File: src/design/irl_pkg.sv
// Constants and types shared by the interrupt request logic
package irl_pkg;

  // Vector pairs, low byte address of each pair
  localparam logic [9:0] VEC_RESET = 10'h3FE;
  localparam logic [9:0] VEC_SWI   = 10'h3FC;
  localparam logic [9:0] VEC_EXT   = 10'h3FA;
  localparam logic [9:0] VEC_TMR   = 10'h3F8;

  // Register indices; byte address is four times the index
  localparam logic [9:0]  IDX_EXT_REQUEST_STATUS_CONTROL  = 10'h00A;
  localparam logic [9:0]  IDX_TIMER_STATUS_CONTROL  = 10'h008;
  localparam logic [11:0] ADDR_EXT_REQUEST_STATUS_CONTROL = {IDX_EXT_REQUEST_STATUS_CONTROL, 2'h0};
  localparam logic [11:0] ADDR_TIMER_STATUS_CONTROL = {IDX_TIMER_STATUS_CONTROL, 2'h0};

  // Request status/control field positions
  localparam int BIT_ENABLE  = 7;
  localparam int BIT_PENDING = 3;
  localparam int BIT_ACK     = 1;

  // Timer status/control view field positions
  localparam int BIT_TOF  = 7;
  localparam int BIT_PERIODIC_TICK_FLAG = 6;
  localparam int BIT_TOIE = 5;
  localparam int BIT_RTIE = 4;

  // Values after reset
  localparam logic RST_ENABLE = 1'b1;
  localparam logic RST_LATCH  = 1'b0;
  // Synchroniser order {reset_pin_n, port_a[3:0], request_pin_n}; idle pin levels
  localparam logic [5:0] RST_SYNC = 6'h21;

  typedef enum logic [2:0] {
    IRL_SRC_NONE,
    IRL_SRC_RESET,
    IRL_SRC_SWI,
    IRL_SRC_EXT,
    IRL_SRC_TMR
  } irl_src_t;

endpackage

File: src/design/irl_sync.sv
// Two-flop synchroniser for asynchronous pin levels
`timescale 1ns/10ps
module irl_sync
  import irl_pkg::*;
#(
  parameter int         WIDTH     = 6,
  parameter logic [5:0] RESET_VAL = RST_SYNC
) (
  input  wire logic             ref_clk,  // bus clock
  input  wire logic             sys_rst,  // synchronous reset
  input  wire logic [WIDTH-1:0] async_in, // raw pin levels
  output logic      [WIDTH-1:0] sync_out  // levels on the clock
);

  logic [WIDTH-1:0] stage1;

  // Stage one feeds stage two only
  always_ff @(posedge ref_clk) begin
    if (sys_rst) begin
      stage1   <= RESET_VAL[WIDTH-1:0];
      sync_out <= RESET_VAL[WIDTH-1:0];
    end else begin
      stage1   <= async_in;
      sync_out <= stage1;
    end
  end

endmodule

File: src/design/irl_vector_arbiter.sv
// Picks the source and vector to serve at an instruction boundary
`timescale 1ns/10ps
module irl_vector_arbiter
  import irl_pkg::*;
(
  input  wire logic       reset_req,   // reset vector owed
  input  wire logic       swi_req,     // software trap waiting
  input  wire logic       ext_req,     // external pending and enabled
  input  wire logic       tmr_req,     // timer request active
  input  wire logic       global_mask, // condition code mask bit
  output irl_src_t        src,         // chosen source
  output logic     [9:0]  vector       // chosen vector
);

  // Hardware ahead of the trap, so unmasked pending requests run before it
  always_comb begin
    src    = IRL_SRC_NONE;
    vector = VEC_RESET;
    if (reset_req) begin
      src    = IRL_SRC_RESET;
      vector = VEC_RESET;
    end else if (!global_mask && ext_req) begin
      src    = IRL_SRC_EXT;
      vector = VEC_EXT;
    end else if (!global_mask && tmr_req) begin
      src    = IRL_SRC_TMR;
      vector = VEC_TMR;
    end else if (swi_req) begin
      src    = IRL_SRC_SWI;
      vector = VEC_SWI;
    end
  end

endmodule

File: src/design/irl_request_logic.sv
// Interrupt request logic: pin capture, request register, vector selection
`timescale 1ns/10ps
// How it works
// - Any reset selects the reset vector and sets the global mask.
// - The software trap is served whatever the global mask holds.
// - Unmasked hardware requests are served before a waiting software trap.
// - Masked hardware requests are blocked; clearing the mask lets them through.
// - Request pin and enabled port pins merge into one OR feeding the latch.
// - Latch sets when a request pin fall or enabled port pin rise lifts the idle OR.
// - Edge mode: only the latch raises pending, qualified edges only.
// - Level mode: an active OR level also raises pending.
// - Pending starts the external sequence only with enable set.
// - Taking the external vector clears latch and pending.
// - Pending with enable set re-enters the sequence after each return.
// - Unused register bits read zero; reset clears pending, sets enable.
// - Acknowledge one clears the latch, zero does nothing, reads zero.
// - Writes to the pending bit position leave the flag unchanged.
// - Acknowledge in level mode also silences the active level sources.
// - Stop or wait execution sets the enable bit.
// - Setting enable with pending set and mask clear interrupts next boundary.
// - Enable gates port pin requests like the request pin.
// - Port pin levels feed requests whatever their direction.
// - Branch on pin level sees the request pin alone.
// - Timer overflow and tick share one masked timer vector.
// - Several pending hardware requests: highest vector address first.
// - Taking any interrupt waits for instruction end and sets the mask.
module irl_request_logic
  import irl_pkg::*;
(
  input  wire logic        ref_clk,         // bus clock
  input  wire logic        sys_rst,         // synchronous reset
  input  wire logic [11:0] paddr,           // APB address
  input  wire logic        psel,            // APB select
  input  wire logic        penable,         // APB access phase
  input  wire logic        pwrite,          // APB write
  input  wire logic [31:0] pwdata,          // APB write data
  output logic             pready,          // APB ready
  output logic      [31:0] prdata,          // APB read data
  output logic             pslverr,         // APB error
  input  wire logic        reset_pin_n,     // external reset pin
  input  wire logic        internal_reset,  // internal reset sources
  input  wire logic        request_pin_n,   // external request pin
  input  wire logic [3:0]  port_a_low,      // port A bits 3..0 levels
  input  wire logic        level_mode,      // option: edge and level
  input  wire logic        port_irq_on,     // option: port A requests
  input  wire logic        global_mask,     // CPU mask bit
  input  wire logic        instr_done,      // instruction boundary pulse
  input  wire logic        swi_waiting,     // software trap waiting
  input  wire logic        return_done,     // return from interrupt pulse
  input  wire logic        stop_wait_exec,  // stop or wait executed pulse
  input  wire logic        timer_overflow_flag, // timer overflow flag
  input  wire logic        periodic_tick_flag,  // periodic tick flag
  input  wire logic        timer_ovf_enable,    // timer overflow enable
  input  wire logic        tick_enable,         // periodic tick enable
  output logic             vector_take,     // vector fetch pulse
  output logic      [9:0]  vector_addr,     // vector pair address
  output irl_src_t         vector_src,      // source being served
  output logic             set_mask,        // set CPU mask bit
  output logic             pin_level_high,  // request pin level
  output logic             request_pending_flag // pending flag
);

  typedef enum logic [1:0] {ST_RESET, ST_RUN, ST_VECTOR} irl_state_t;

  irl_state_t state;
  irl_src_t   arb_src;
  logic [9:0] arb_vec;
  logic [5:0] pins;
  logic       rst_any;
  logic       req_n_s;
  logic [3:0] pa_s;
  logic       or_now;
  logic       or_prev;
  logic       or_rise;
  logic       ext_latch;
  logic       level_inhibit;
  logic       request_enable;
  logic       ext_req;
  logic       tmr_req;
  logic       go;
  logic       take_ext;
  logic       apb_wr;
  logic       apb_setup;
  logic       wr_ext_request_status_control;
  logic       ack_write;
  logic       mapped;

  irl_sync #(
    .WIDTH     (6),
    .RESET_VAL (RST_SYNC)
  ) u_sync (
    .ref_clk  (ref_clk),
    .sys_rst  (sys_rst),
    .async_in ({reset_pin_n, port_a_low, request_pin_n}),
    .sync_out (pins)
  );

  assign req_n_s = pins[0];
  assign pa_s    = pins[4:1];
  assign rst_any = sys_rst | internal_reset | ~pins[5];

  // Port pins are read at the pad, so direction does not matter
  assign or_now  = ~req_n_s | (port_irq_on & (|pa_s));
  assign or_rise = or_now & ~or_prev;
  assign pin_level_high = req_n_s;

  always_ff @(posedge ref_clk) begin
    if (rst_any) begin
      or_prev <= 1'b0;
    end else begin
      or_prev <= or_now;
    end
  end

  // Register bus decode; zero wait states
  assign apb_setup = psel & ~penable;
  assign apb_wr    = psel & penable & pwrite;
  assign mapped    = (paddr == ADDR_EXT_REQUEST_STATUS_CONTROL) || (paddr == ADDR_TIMER_STATUS_CONTROL);
  assign wr_ext_request_status_control   = apb_wr && (paddr == ADDR_EXT_REQUEST_STATUS_CONTROL);
  assign ack_write = wr_ext_request_status_control & pwdata[BIT_ACK];
  assign pready    = 1'b1;
  assign pslverr   = psel & penable & ~mapped;

  // Pending is the latch, plus the live level in level mode unless silenced
  assign request_pending_flag = ext_latch
                              | (level_mode & or_now & ~level_inhibit);

  assign ext_req  = request_pending_flag & request_enable;
  assign tmr_req  = (timer_overflow_flag & timer_ovf_enable)
                  | (periodic_tick_flag & tick_enable);
  // A return is a boundary too, so a still-pending request re-enters at once
  assign go       = (state == ST_RUN) && (instr_done || return_done)
                  && (arb_src != IRL_SRC_NONE);
  assign take_ext = go && (arb_src == IRL_SRC_EXT);

  // A new edge in the clearing cycle wins over the clear
  always_ff @(posedge ref_clk) begin
    if (rst_any) begin
      ext_latch <= RST_LATCH;
    end else if (or_rise) begin
      ext_latch <= 1'b1;
    end else if (take_ext || ack_write) begin
      ext_latch <= 1'b0;
    end
  end

  // Silencing holds until the merged source drops, then re-arms
  always_ff @(posedge ref_clk) begin
    if (rst_any) begin
      level_inhibit <= 1'b0;
    end else if (take_ext || ack_write) begin
      level_inhibit <= 1'b1;
    end else if (!or_now) begin
      level_inhibit <= 1'b0;
    end
  end

  // The pending bit position is ignored on writes
  always_ff @(posedge ref_clk) begin
    if (rst_any) begin
      request_enable <= RST_ENABLE;
    end else if (stop_wait_exec) begin
      request_enable <= 1'b1;
    end else if (wr_ext_request_status_control) begin
      request_enable <= pwdata[BIT_ENABLE];
    end
  end

  // Read data captured in the setup phase
  always_ff @(posedge ref_clk) begin
    if (rst_any) begin
      prdata <= 32'h0000_0000;
    end else if (apb_setup) begin
      prdata <= 32'h0000_0000;
      if (paddr == ADDR_EXT_REQUEST_STATUS_CONTROL) begin
        prdata[BIT_ENABLE]  <= request_enable;
        prdata[BIT_PENDING] <= request_pending_flag;
      end else if (paddr == ADDR_TIMER_STATUS_CONTROL) begin
        prdata[BIT_TOF]  <= timer_overflow_flag;
        prdata[BIT_PERIODIC_TICK_FLAG] <= periodic_tick_flag;
        prdata[BIT_TOIE] <= timer_ovf_enable;
        prdata[BIT_RTIE] <= tick_enable;
      end
    end
  end

  irl_vector_arbiter u_arb (
    .reset_req   (state == ST_RESET),
    .swi_req     (swi_waiting),
    .ext_req     (ext_req),
    .tmr_req     (tmr_req),
    .global_mask (global_mask),
    .src         (arb_src),
    .vector      (arb_vec)
  );

  // Sequencer; a return simply lands on a boundary, so pending re-enters
  always_ff @(posedge ref_clk) begin
    if (rst_any) begin
      state <= ST_RESET;
    end else begin
      unique case (state)
        ST_RESET:  state <= ST_VECTOR;
        ST_RUN:    if (go) state <= ST_VECTOR;
        ST_VECTOR: state <= ST_RUN;
      endcase
    end
  end

  always_ff @(posedge ref_clk) begin
    if (rst_any) begin
      vector_addr <= VEC_RESET;
      vector_src  <= IRL_SRC_RESET;
    end else if (state == ST_RESET) begin
      vector_addr <= VEC_RESET;
      vector_src  <= IRL_SRC_RESET;
    end else if (go) begin
      vector_addr <= arb_vec;
      vector_src  <= arb_src;
    end
  end

  assign vector_take = (state == ST_VECTOR);
  // Mask stays set through reset and every vector fetch
  assign set_mask    = (state != ST_RUN);

  property p_reset_vector;
    @(posedge ref_clk) disable iff (rst_any)
      (state == ST_RESET) |=> vector_take && (vector_addr == VEC_RESET) && set_mask;
  endproperty
  a_reset_vector: assert property (p_reset_vector)
    else $error("reset vector not fetched after reset");

  property p_swi_any_mask;
    @(posedge ref_clk) disable iff (rst_any)
      (state == ST_RUN) && instr_done && swi_waiting && !ext_req && !tmr_req
      |=> vector_take && (vector_addr == VEC_SWI);
  endproperty
  a_swi_any_mask: assert property (p_swi_any_mask)
    else $error("software trap not taken");

  property p_hw_first;
    @(posedge ref_clk) disable iff (rst_any)
      (state == ST_RUN) && instr_done && !global_mask && ext_req
      |=> vector_take && (vector_addr == VEC_EXT) ##1 !vector_take;
  endproperty
  a_hw_first: assert property (p_hw_first)
    else $error("external request not served first");

  property p_masked;
    @(posedge ref_clk) disable iff (rst_any)
      (state == ST_RUN) && instr_done && global_mask && !swi_waiting |=> !vector_take;
  endproperty
  a_masked: assert property (p_masked)
    else $error("hardware request taken while masked");

  property p_latch_edge;
    @(posedge ref_clk) disable iff (rst_any)
      $rose(or_now) |=> ext_latch;
  endproperty
  a_latch_edge: assert property (p_latch_edge)
    else $error("request latch missed an edge");

  property p_edge_only;
    @(posedge ref_clk) disable iff (rst_any)
      !level_mode && !ext_latch |-> !request_pending_flag;
  endproperty
  a_edge_only: assert property (p_edge_only)
    else $error("pending without latch in edge mode");

  property p_level;
    @(posedge ref_clk) disable iff (rst_any)
      level_mode && !req_n_s && !level_inhibit |-> request_pending_flag;
  endproperty
  a_level: assert property (p_level)
    else $error("low request pin did not raise pending");

  property p_ext_clear;
    @(posedge ref_clk) disable iff (rst_any)
      take_ext && !or_rise |=> !ext_latch && level_inhibit;
  endproperty
  a_ext_clear: assert property (p_ext_clear)
    else $error("external vector fetch did not clear request");

  property p_ack_zero;
    @(posedge ref_clk) disable iff (rst_any)
      $past(psel) |-> (prdata[BIT_ACK] == 1'b0) && (prdata[31:8] == 24'h00_0000);
  endproperty
  a_ack_zero: assert property (p_ack_zero)
    else $error("acknowledge or unused bits read nonzero");

  property p_write_keeps;
    @(posedge ref_clk) disable iff (rst_any)
      wr_ext_request_status_control && !pwdata[BIT_ACK] && ext_latch && !take_ext |=> ext_latch;
  endproperty
  a_write_keeps: assert property (p_write_keeps)
    else $error("write changed the pending latch");

  property p_stop_enable;
    @(posedge ref_clk) disable iff (rst_any)
      stop_wait_exec |=> request_enable;
  endproperty
  a_stop_enable: assert property (p_stop_enable)
    else $error("stop or wait did not set enable");

  property p_ack_clears;
    @(posedge ref_clk) disable iff (rst_any)
      ack_write && !or_rise |=> !ext_latch;
  endproperty
  a_ack_clears: assert property (p_ack_clears)
    else $error("acknowledge did not clear the request latch");

  property p_enable_gate;
    @(posedge ref_clk) disable iff (rst_any)
      (state == ST_RUN) && !request_enable && !swi_waiting && !tmr_req |=> !vector_take;
  endproperty
  a_enable_gate: assert property (p_enable_gate)
    else $error("external request taken with enable clear");

  property p_timer_vec;
    @(posedge ref_clk) disable iff (rst_any)
      (state == ST_RUN) && instr_done && !global_mask && tmr_req && !ext_req
      |=> vector_take && (vector_addr == VEC_TMR);
  endproperty
  a_timer_vec: assert property (p_timer_vec)
    else $error("timer request not served through the timer vector");

  property p_level_ack;
    @(posedge ref_clk) disable iff (rst_any)
      level_mode && ack_write && !or_rise |=> !request_pending_flag;
  endproperty
  a_level_ack: assert property (p_level_ack)
    else $error("acknowledge did not silence the level request");

  property p_reset_state;
    @(posedge ref_clk) disable iff (rst_any)
      (state == ST_RESET) |-> request_enable && !ext_latch;
  endproperty
  a_reset_state: assert property (p_reset_state)
    else $error("request register not at its reset state");

  c_swi:   cover property (@(posedge ref_clk) disable iff (rst_any)
                           vector_take && vector_src == IRL_SRC_SWI);
  c_ext:   cover property (@(posedge ref_clk) disable iff (rst_any)
                           vector_take && vector_src == IRL_SRC_EXT);
  c_tmr:   cover property (@(posedge ref_clk) disable iff (rst_any)
                           vector_take && vector_src == IRL_SRC_TMR);
  c_ack:   cover property (@(posedge ref_clk) disable iff (rst_any)
                           ack_write && level_mode && or_now);
  c_reset: cover property (@(posedge ref_clk) disable iff (rst_any)
                           vector_take && vector_src == IRL_SRC_RESET);

endmodule

File: config.mk
export PLATFORM = sky130hd
export DESIGN_NAME = irl_request_logic
export DESIGN_NICKNAME = d
export VERILOG_FILES = /design/src/design/irl_pkg.sv /design/src/design/irl_sync.sv /design/src/design/irl_vector_arbiter.sv /design/src/design/irl_request_logic.sv
export SDC_FILE = /design/constraint.sdc
export NUM_CORES = 1
export LEC_CHECK = 0
export BUFFER_PORTS_ARGS = -buffer_cell sky130_fd_sc_hd__clkbuf_2
export CAP_MARGIN = 20
export CORE_MARGIN = 3
export CORE_UTILIZATION = 34
export DETAILED_ROUTE_END_ITERATION = 7
export PLACE_DENSITY = 0.76
export SKIP_CTS_REPAIR_TIMING = 1
export SLEW_MARGIN = 20
export SYNTH_ARGS = -nofsm -noshare
export SYNTH_HDL_FRONTEND = slang
export SYNTH_SLANG_ARGS = --single-unit
File: constraint.sdc
create_clock -name ref_clk -period 2.27 [get_ports ref_clk]
set_clock_uncertainty 0.2 [all_clocks]
set_input_delay 0.5675 -clock ref_clk [delete_from_list [all_inputs] [get_ports ref_clk]]
set_output_delay 0.5675 -clock ref_clk [all_outputs]
set_load 0.03 [all_outputs]
==> metrics.txt, run 1 <==
CP Launch Point=u_sync.sync_out[3]$_SDFF_PP0_; Synth area leaders=dfxtp_1 (41%), buf_4 (20%), nor2b_1 (5.5%); Rows=22; drt drc=0; total negative setup slack=-203 ps; register area share after synthesis=41.3%; initial antenna violation count=0; P_int=797 µW; sequential share of power=47.3%; diode count=0; Synth top cells by count=buf_4 (36), dfxtp_1 (28), nand2_1 (12), nor2b_1 (12), a21oi_1 (8); chip height=69.2 µm; Clock power frac=35.1%; Critical Path End Type=output port; GRT Util Overall=10.3%; Initial Util=36.2%; first-pass iteration count of the detailed router=4; Worst EP arrival=1610 ps; endpoints failing hold=0; Clock Pin Slew Worst Setup and Hold Paths=90 ps; Worst-Margin Slew=560 ps; Die Width=between 60 and 70 µm; Synth-to-Final Area Change=24.2%; switching fraction of total power=26.1%; Final Cycle Share=105%; Peak Freq=approximately 420 MHz; vias in the first global route=940; pin count of the biggest net entering global routing=17; final setup margin=-109 ps; full die area=4780 µm²; H-tree depth=1; vias per inst=between 4 and 5; area leader, netlist=dfxtp_1; Cell variety after synth=38; area of the multi-input gates=roughly 670 µm²; mean post-synth cell area=9.04 µm²; first-pass GRT wire length=4.07 mm; CTS Buf Count=3; register area=between 500 and 600 µm²; GPL Wtd Cong=0.805; Mapped Cells=150; fin. max-slew vios=0; fin crit period=2380 ps; kind of critical path=reg2out; most numerous cell in the Yosys netlist=buf_4; Core Area=3740 µm²; failing checks=setup timing; total grt overflow=0; CP startpoint kind=register; crit-path max FO=4; layout cell share with drive strength beyond 1=between 30% and 40%; worst-skew pair later-pin latency=270 ps; synthesized flop and latch total=28; detailed placement HPWL=2.20 mm; filler instances=a little under 400; P_leak=approximately 0.78 nW; Antenna Violating Nets Remaining=0; Reg-to-Reg Start=u_sync.sync_out[3]$_SDFF_PP0_; # IOs=118; reported net switching power=281 µW; via count=1068; unrepaired setup endpoints after global routing=true; status=complete, but fails checks; post-synth top area share=about two fifths; Worst VDD drop=around 0.35 mV; Yosys warnings=0; final setup fails=2; Hold Crit Class=reg2reg; Nets=277; # port buffers=between 50 and 60; Final Routed Wirelength=2.63 mm; Post-synth EDFFs=0; prevailing post-synth register cell=dfxtp_1; synthesized area=1360 µm²; Comb power frac=17.5%; CTS tree=built; DR iter-0 viols=24; Sink Count=28; Required @ worst endpoint=1500 ps; MaxCap Viol Count=0; HP Start=u_sync.stage1[5]$_SDFF_PP1_; clock root cell=clkbuf_8; Clock Path Buffers=2; final core utilization=45.0%; share of flip-flops with an asynchronous set or reset=0%; wire length per cell=10.2 µm; Slew HR=between 60% and 70%; pwr/cell area=640 nW/µm²
## logic make-up after synthesis
| logic type | after synthesis | share of synthesized area, % |
|---|---|---|
| other | 2 | 0.554 |
| and+or+nand+nor | 59 | 24.6 |
| buffers and inverters | 37 | 20.2 |
| muxes | 2 | 1.57 |
| DFF | 28 | 41.3 |
| AOI/OAI and AO/OA | 22 | 11.7 |
## per-layer routing
metal,global-route usage [%],up-vias,part of all wire (%)
met5,0,-,0
met4,1.30,0,0
met3,4.37,0,9.3
met2,18.3,43,51
met1,11.7,462,39
li1,-,563,-
## worst paths after layout
check,depth (start not counted),endpoint,slack [ps]
max,3,request_pending_flag,-110
min,1,u_sync.sync_out[5]$_SDFF_PP1_,210
max reg2reg,6,vector_src[0]$_SDFFE_PP1P_,100
min reg2reg,1,u_sync.sync_out[5]$_SDFF_PP1_,210
## metrics by stage
stage                     worst slack (ps)  cells  power, mW  hold WS, ps  instance area [µm²]
after floorplan                       62.3    184      0.700          189                 1510
after global placement                -133    250      0.700          191                 1580
after detailed placement              -132    250      0.702          193                 1580
after CTS                             -244    254       1.08          215                 1650
after global routing                  -173    257       1.13          230                 1680
final                                 -109    257       1.08          213                 1680
## critical path, stage by stage (launching register included)
cell and delay, ps:
dfxtp_1 320, or4_1 510, a311o_1 350, buf_6 170
## area by class of cell
cell class	instances	area share, %
clock buffer	3	2.45
clock inverter	1	1.78
multi-input combinational	119	39.8
sequential	28	33.4
tap	48	3.57
timing repair buffer	58	19.0
## flip-flops by register name (all words and copies together), names as in the netlist
signal           count
state                2
or_prev              1
u_sync.stage1        6
request_enable       1
vector_addr          2
u_sync.sync_out      6
prdata               5
ext_latch            1
vector_src           3
level_inhibit        1
## layout by cell type, fill, tap and decap left out, types with 2 or more instances in the layout
cell type  instances
conb_1            36
a21oi_1            8
nand4_1            2
or2_2              5
nor2_1             6
clkbuf_8           3
nand3_1            5
clkbuf_2          49
nor3b_1            2
nor2b_1           12
buf_6              2
nand2_1           12
buf_4              7
nand2b_1           3
dfxtp_1           27
a211o_1            2
## power by group through the flow
stage	logic (mW)	clock network (mW)	registers, mW
after detailed placement	0.181	0	0.521
after global placement	0.179	0	0.521
after CTS	0.181	0.386	0.510
after floorplan	0.178	0	0.522
after global routing	0.205	0.409	0.511
final	0.189	0.379	0.510
Note: power is estimated with default switching activity, not from simulation.
==> run 2, diff against run 1 <==
- CORE_UTILIZATION: 34 -> 33
- PLACE_DENSITY: 0.76 -> 0.74
==> run 2 against run 1 <==
Compared with the run above: hold slack barely moved; the run still ends with setup timing left; clock-buffer cell count did not move; non-clock buffer count did not move; largest power group unchanged; utilization fell by 0.55 points; power rose by 0.56%; final area rose by 0.22%.
==> metrics.txt, run 2 (synthesis results as in run 1) <==
fin crit period=~2400 ps; P_leak=between 0.7 and 0.8 nW; DR iter-0 viols=39; crit-path cells=or4_4 > a311o_1 > buf_6; most frequent cells in the layout=clkbuf_2 (49), conb_1 (36), dfxtp_1 (27); pwr/cell area=642 nW/µm²; diode count=0; Synth-to-Final Area Change=24.4%; clock root cell=clkbuf_8; Peak Freq=around 420 MHz; initial antenna violation count=0; crit-path max FO=3; register area=562 µm²; post-route insts no fill=approximately 260; endpoints failing hold=0; worst-skew pair later-pin latency=~270 ps; first-pass GRT wire length=4.25 mm; GPL Wtd Cong=0.745; Worst VDD drop=approximately 0.54 mV; detailed placement HPWL=2.27 mm; filler instances=around 400; layout cell share with drive strength beyond 1=37.3%; commonest non-fill, non-tap cell in the layout=clkbuf_2; Nets=277; fin. max-slew vios=0; via count=roughly 1100; full die area=between 4000 and 5000 µm²; first-pass iteration count of the detailed router=4; total grt overflow=0; Sink Count=28; Die Width=70.1 µm; placed cell count=251; Hold Crit Class=reg2reg; Final Cycle Share=105%; GRT Util Overall=10.4%; crit-path leading delay family=simple AND/OR/NAND/NOR gates; Worst EP arrival=1610 ps; final setup fails=3; max incr delay on CP=about 500 ps; pin count of the biggest net entering global routing=17; Clock Path Buffers=2; Required @ worst endpoint=1500 ps; Initial Util=a little over a third; Final Routed Wirelength=2.65 mm; Rows=22; CP Buf/Inv Count=1; wire length per cell=roughly 10 µm; placed cell area=approximately 1600 µm²; post-route cell area=1690 µm²; MaxCap Viol Count=0; area of the multi-input gates=~670 µm²; # IOs=around 120; CTS tree=built; H-tree depth=1; failing checks=setup timing; CTS Buf Count=3; Core Area=about 3800 µm²; chip height=70.1 µm; slowest library cell on the worst path=or4_4; Critical Path End Type=output port; vias per inst=4.17; unrepaired setup endpoints after global routing=true; drt drc=0; biggest regs=u_sync.stage1 x6, u_sync.sync_out x6, prdata x5; Antenna Violating Nets Remaining=0; # port buffers=51; CP startpoint kind=register; vias in the first global route=1002; kind of critical path=reg2out; Clock Pin Slew Worst Setup and Hold Paths=90 ps; final setup margin=-108 ps; status=complete, but fails checks
==> run 2: cell counts in the layout (fill, tap and decap cells not counted) <==
No cell type changed its count.
==> run 2: power by group <==
part,switching (mW),leakage (nW),total [mW],internal [mW]
registers,0.00587,0.229,0.510,0.504
clock network,0.144,0.0357,0.380,0.236
logic,0.133,0.520,0.194,0.0609
total,0.283,0.785,1.08,0.801
==> run 2: metal layers <==
metal / wire length, µm / global-route usage [%] / share of wire [%]
met3: 245 / 4.46 / 9.3
met4: 0 / 1.28 / 0
met1: 994 / 11.4 / 38
met2: 1410 / 19.1 / 53
met5: 0 / 0 / 0
==> run 2: worst paths after layout <==
| check | from | end | slack [ps] | cells after the start |
|---|---|---|---|---|
| worst max-delay path | u_sync.sync_out[4]$_SDFF_PP0_ | request_pending_flag | -110 | 3 |
| worst max register to register | u_sync.sync_out[4]$_SDFF_PP0_ | state[1]$_SDFFE_PP0P_ | -10 | 6 |
| worst min-delay path | u_sync.stage1[0]$_SDFF_PP1_ | u_sync.sync_out[0]$_SDFF_PP1_ | 210 | 1 |
| worst min register to register | u_sync.stage1[0]$_SDFF_PP1_ | u_sync.sync_out[0]$_SDFF_PP1_ | 210 | 1 |
==> run 2: worst reg2reg max path, stage by stage (launching register included) <==
cell and delay, ps:
dfxtp_2 330, or4_4 510, a311o_1 340, buf_4 160, buf_4 120, a2111o_1 360
and3_1 160
==> run 2: area by class of cell <==
cell class / instances / share of cell area [%]
multi-input cells: 119 / 40.0
flip-flops and latches: 28 / 33.3
repair buffers: 58 / 19.0
well taps: 48 / 3.56
clock buffers: 3 / 2.45
clock inverters: 1 / 1.78
==> run 2: metrics by stage <==
stage	power [mW]	hold WS (ps)	utilization, %	TNS, ps	setup slack [ps]
6_report	1.08	213	44.4	-216	-108
5_1_grt	1.14	230	44.4	-387	-163
4_1_cts	1.08	215	43.6	-390	-255
3_5_place_dp	0.704	193	41.7	-147	-134
3_3_place_gp	0.702	193	41.7	-134	-134
2_1_floorplan	0.700	189	-	0	62.3
==> run 3, diff against run 2 <==
- CAP_MARGIN: 20 -> 10
- MAX_ROUTING_LAYER: not set -> met4
==> run 3 against run 2 <==
Compared with the run above: utilization stayed put; sequential power hardly changed; final area stayed put; the run still ends with setup timing left; largest power group unchanged; global-route usage is 0.29 points higher; first-iteration DRC count stayed put.
==> metrics.txt, run 3 (synthesis results as in run 1) <==
Nets=277; final setup fails=3; H-tree depth=1; Critical Path End Type=output port; GPL Wtd Cong=0.755; crit-path max FO=3; Rows=22; commonest non-fill, non-tap cell in the layout=clkbuf_2; CTS Buf Count=3; layout cell share with drive strength beyond 1=37.3%; chip height=between 70 and 80 µm; worst-skew pair later-pin latency=270 ps; Required @ worst endpoint=1500 ps; Final Cycle Share=105%; Clock Pin Slew Worst Setup and Hold Paths=90 ps; Core Area=~3800 µm²; first-pass GRT wire length=around 4.3 mm; Die Width=70.1 µm; drt drc=0; total negative setup slack=-216 ps; detailed placement HPWL=2.27 mm; CTS tree=built; clock root cell=clkbuf_8; most frequent cells in the layout=clkbuf_2 (49), conb_1 (36), dfxtp_1 (27); fin crit period=2380 ps; placed cell count=approximately 250; Worst VDD drop=0.541 mV; MaxCap Viol Count=0; biggest regs=u_sync.stage1 x6, u_sync.sync_out x6, prdata x5; area of the multi-input gates=674 µm²; full die area=4920 µm²; via count=about 1100; Clock Path Buffers=2; final core utilization=between 40 and 50%; diode count=0; GRT Util Overall=10.7%; # IOs=between 100 and 150; Final Routed Wirelength=2.65 mm; final setup margin=-108 ps; wire length per cell=between 10 and 15 µm; post-route insts no fill=257; status=complete, but fails checks; Fin Hold WS=213 ps; # port buffers=slightly above 50; fin. max-slew vios=0; Peak Freq=about 420 MHz; total grt overflow=0; DR iter-0 viols=39; Worst EP arrival=1610 ps; Synth-to-Final Area Change=24.4%; pwr/cell area=642 nW/µm²; Sink Count=28; P_leak=0.785 nW; endpoints failing hold=0; initial antenna violation count=0; unrepaired setup endpoints after global routing=true; pin count of the biggest net entering global routing=17; register area=562 µm²; Hold Crit Class=reg2reg; CP startpoint kind=register; filler instances=397; Antenna Violating Nets Remaining=0; vias per inst=4.17; failing checks=setup timing; kind of critical path=reg2out; Initial Util=35.7%; vias in the first global route=between 1000 and 1500; first-pass iteration count of the detailed router=4
[run 3: worst max-delay path, cell delays in order (launching register included)]
cell and delay [ps]:
dfxtp_2 330, or4_4 510, a311o_1 340, buf_6 170
[run 3: worst paths after layout]
path / start / endpoint / slack (ps) / cells past startpoint
max: u_sync.sync_out[4]$_SDFF_PP0_ / request_pending_flag / -110 / 3
min: u_sync.stage1[0]$_SDFF_PP1_ / u_sync.sync_out[0]$_SDFF_PP1_ / 210 / 1
max reg2reg: u_sync.sync_out[4]$_SDFF_PP0_ / state[1]$_SDFFE_PP0P_ / -10 / 6
min reg2reg: u_sync.stage1[0]$_SDFF_PP1_ / u_sync.sync_out[0]$_SDFF_PP1_ / 210 / 1
[run 3: metrics by stage]
step           total power, mW  cell area (µm²)  worst slack (ps)
2_1_floorplan            0.700             1510              62.3
3_3_place_gp             0.702             1580              -134
3_5_place_dp             0.704             1580              -134
4_1_cts                   1.08             1660              -255
5_1_grt                   1.14             1690              -163
6_report                  1.08             1690              -108
[run 3: per-layer routing]
layer | global-route usage, % | vias up | wire length (µm)
met5 | - | - | 0
met4 | 1.28 | 0 | 0
met3 | 4.17 | 0 | 227
met2 | 19.1 | 40 | 1410
met1 | 11.5 | 465 | 1010
li1 | - | 566 | -
[run 3: layout make-up]
cell class | count | area share, %
clock buffers | 3 | 2.45
clock inverters | 1 | 1.78
multi-input cells | 119 | 40.0
flip-flops and latches | 28 | 33.3
well taps | 48 | 3.56
repair buffers | 58 | 19.0
[run 3: power by group]
part | internal (mW) | total [mW] | switching (mW)
registers | 0.504 | 0.510 | 0.00587
clock network | 0.236 | 0.380 | 0.144
logic | 0.0609 | 0.194 | 0.133
total | 0.801 | 1.08 | 0.283
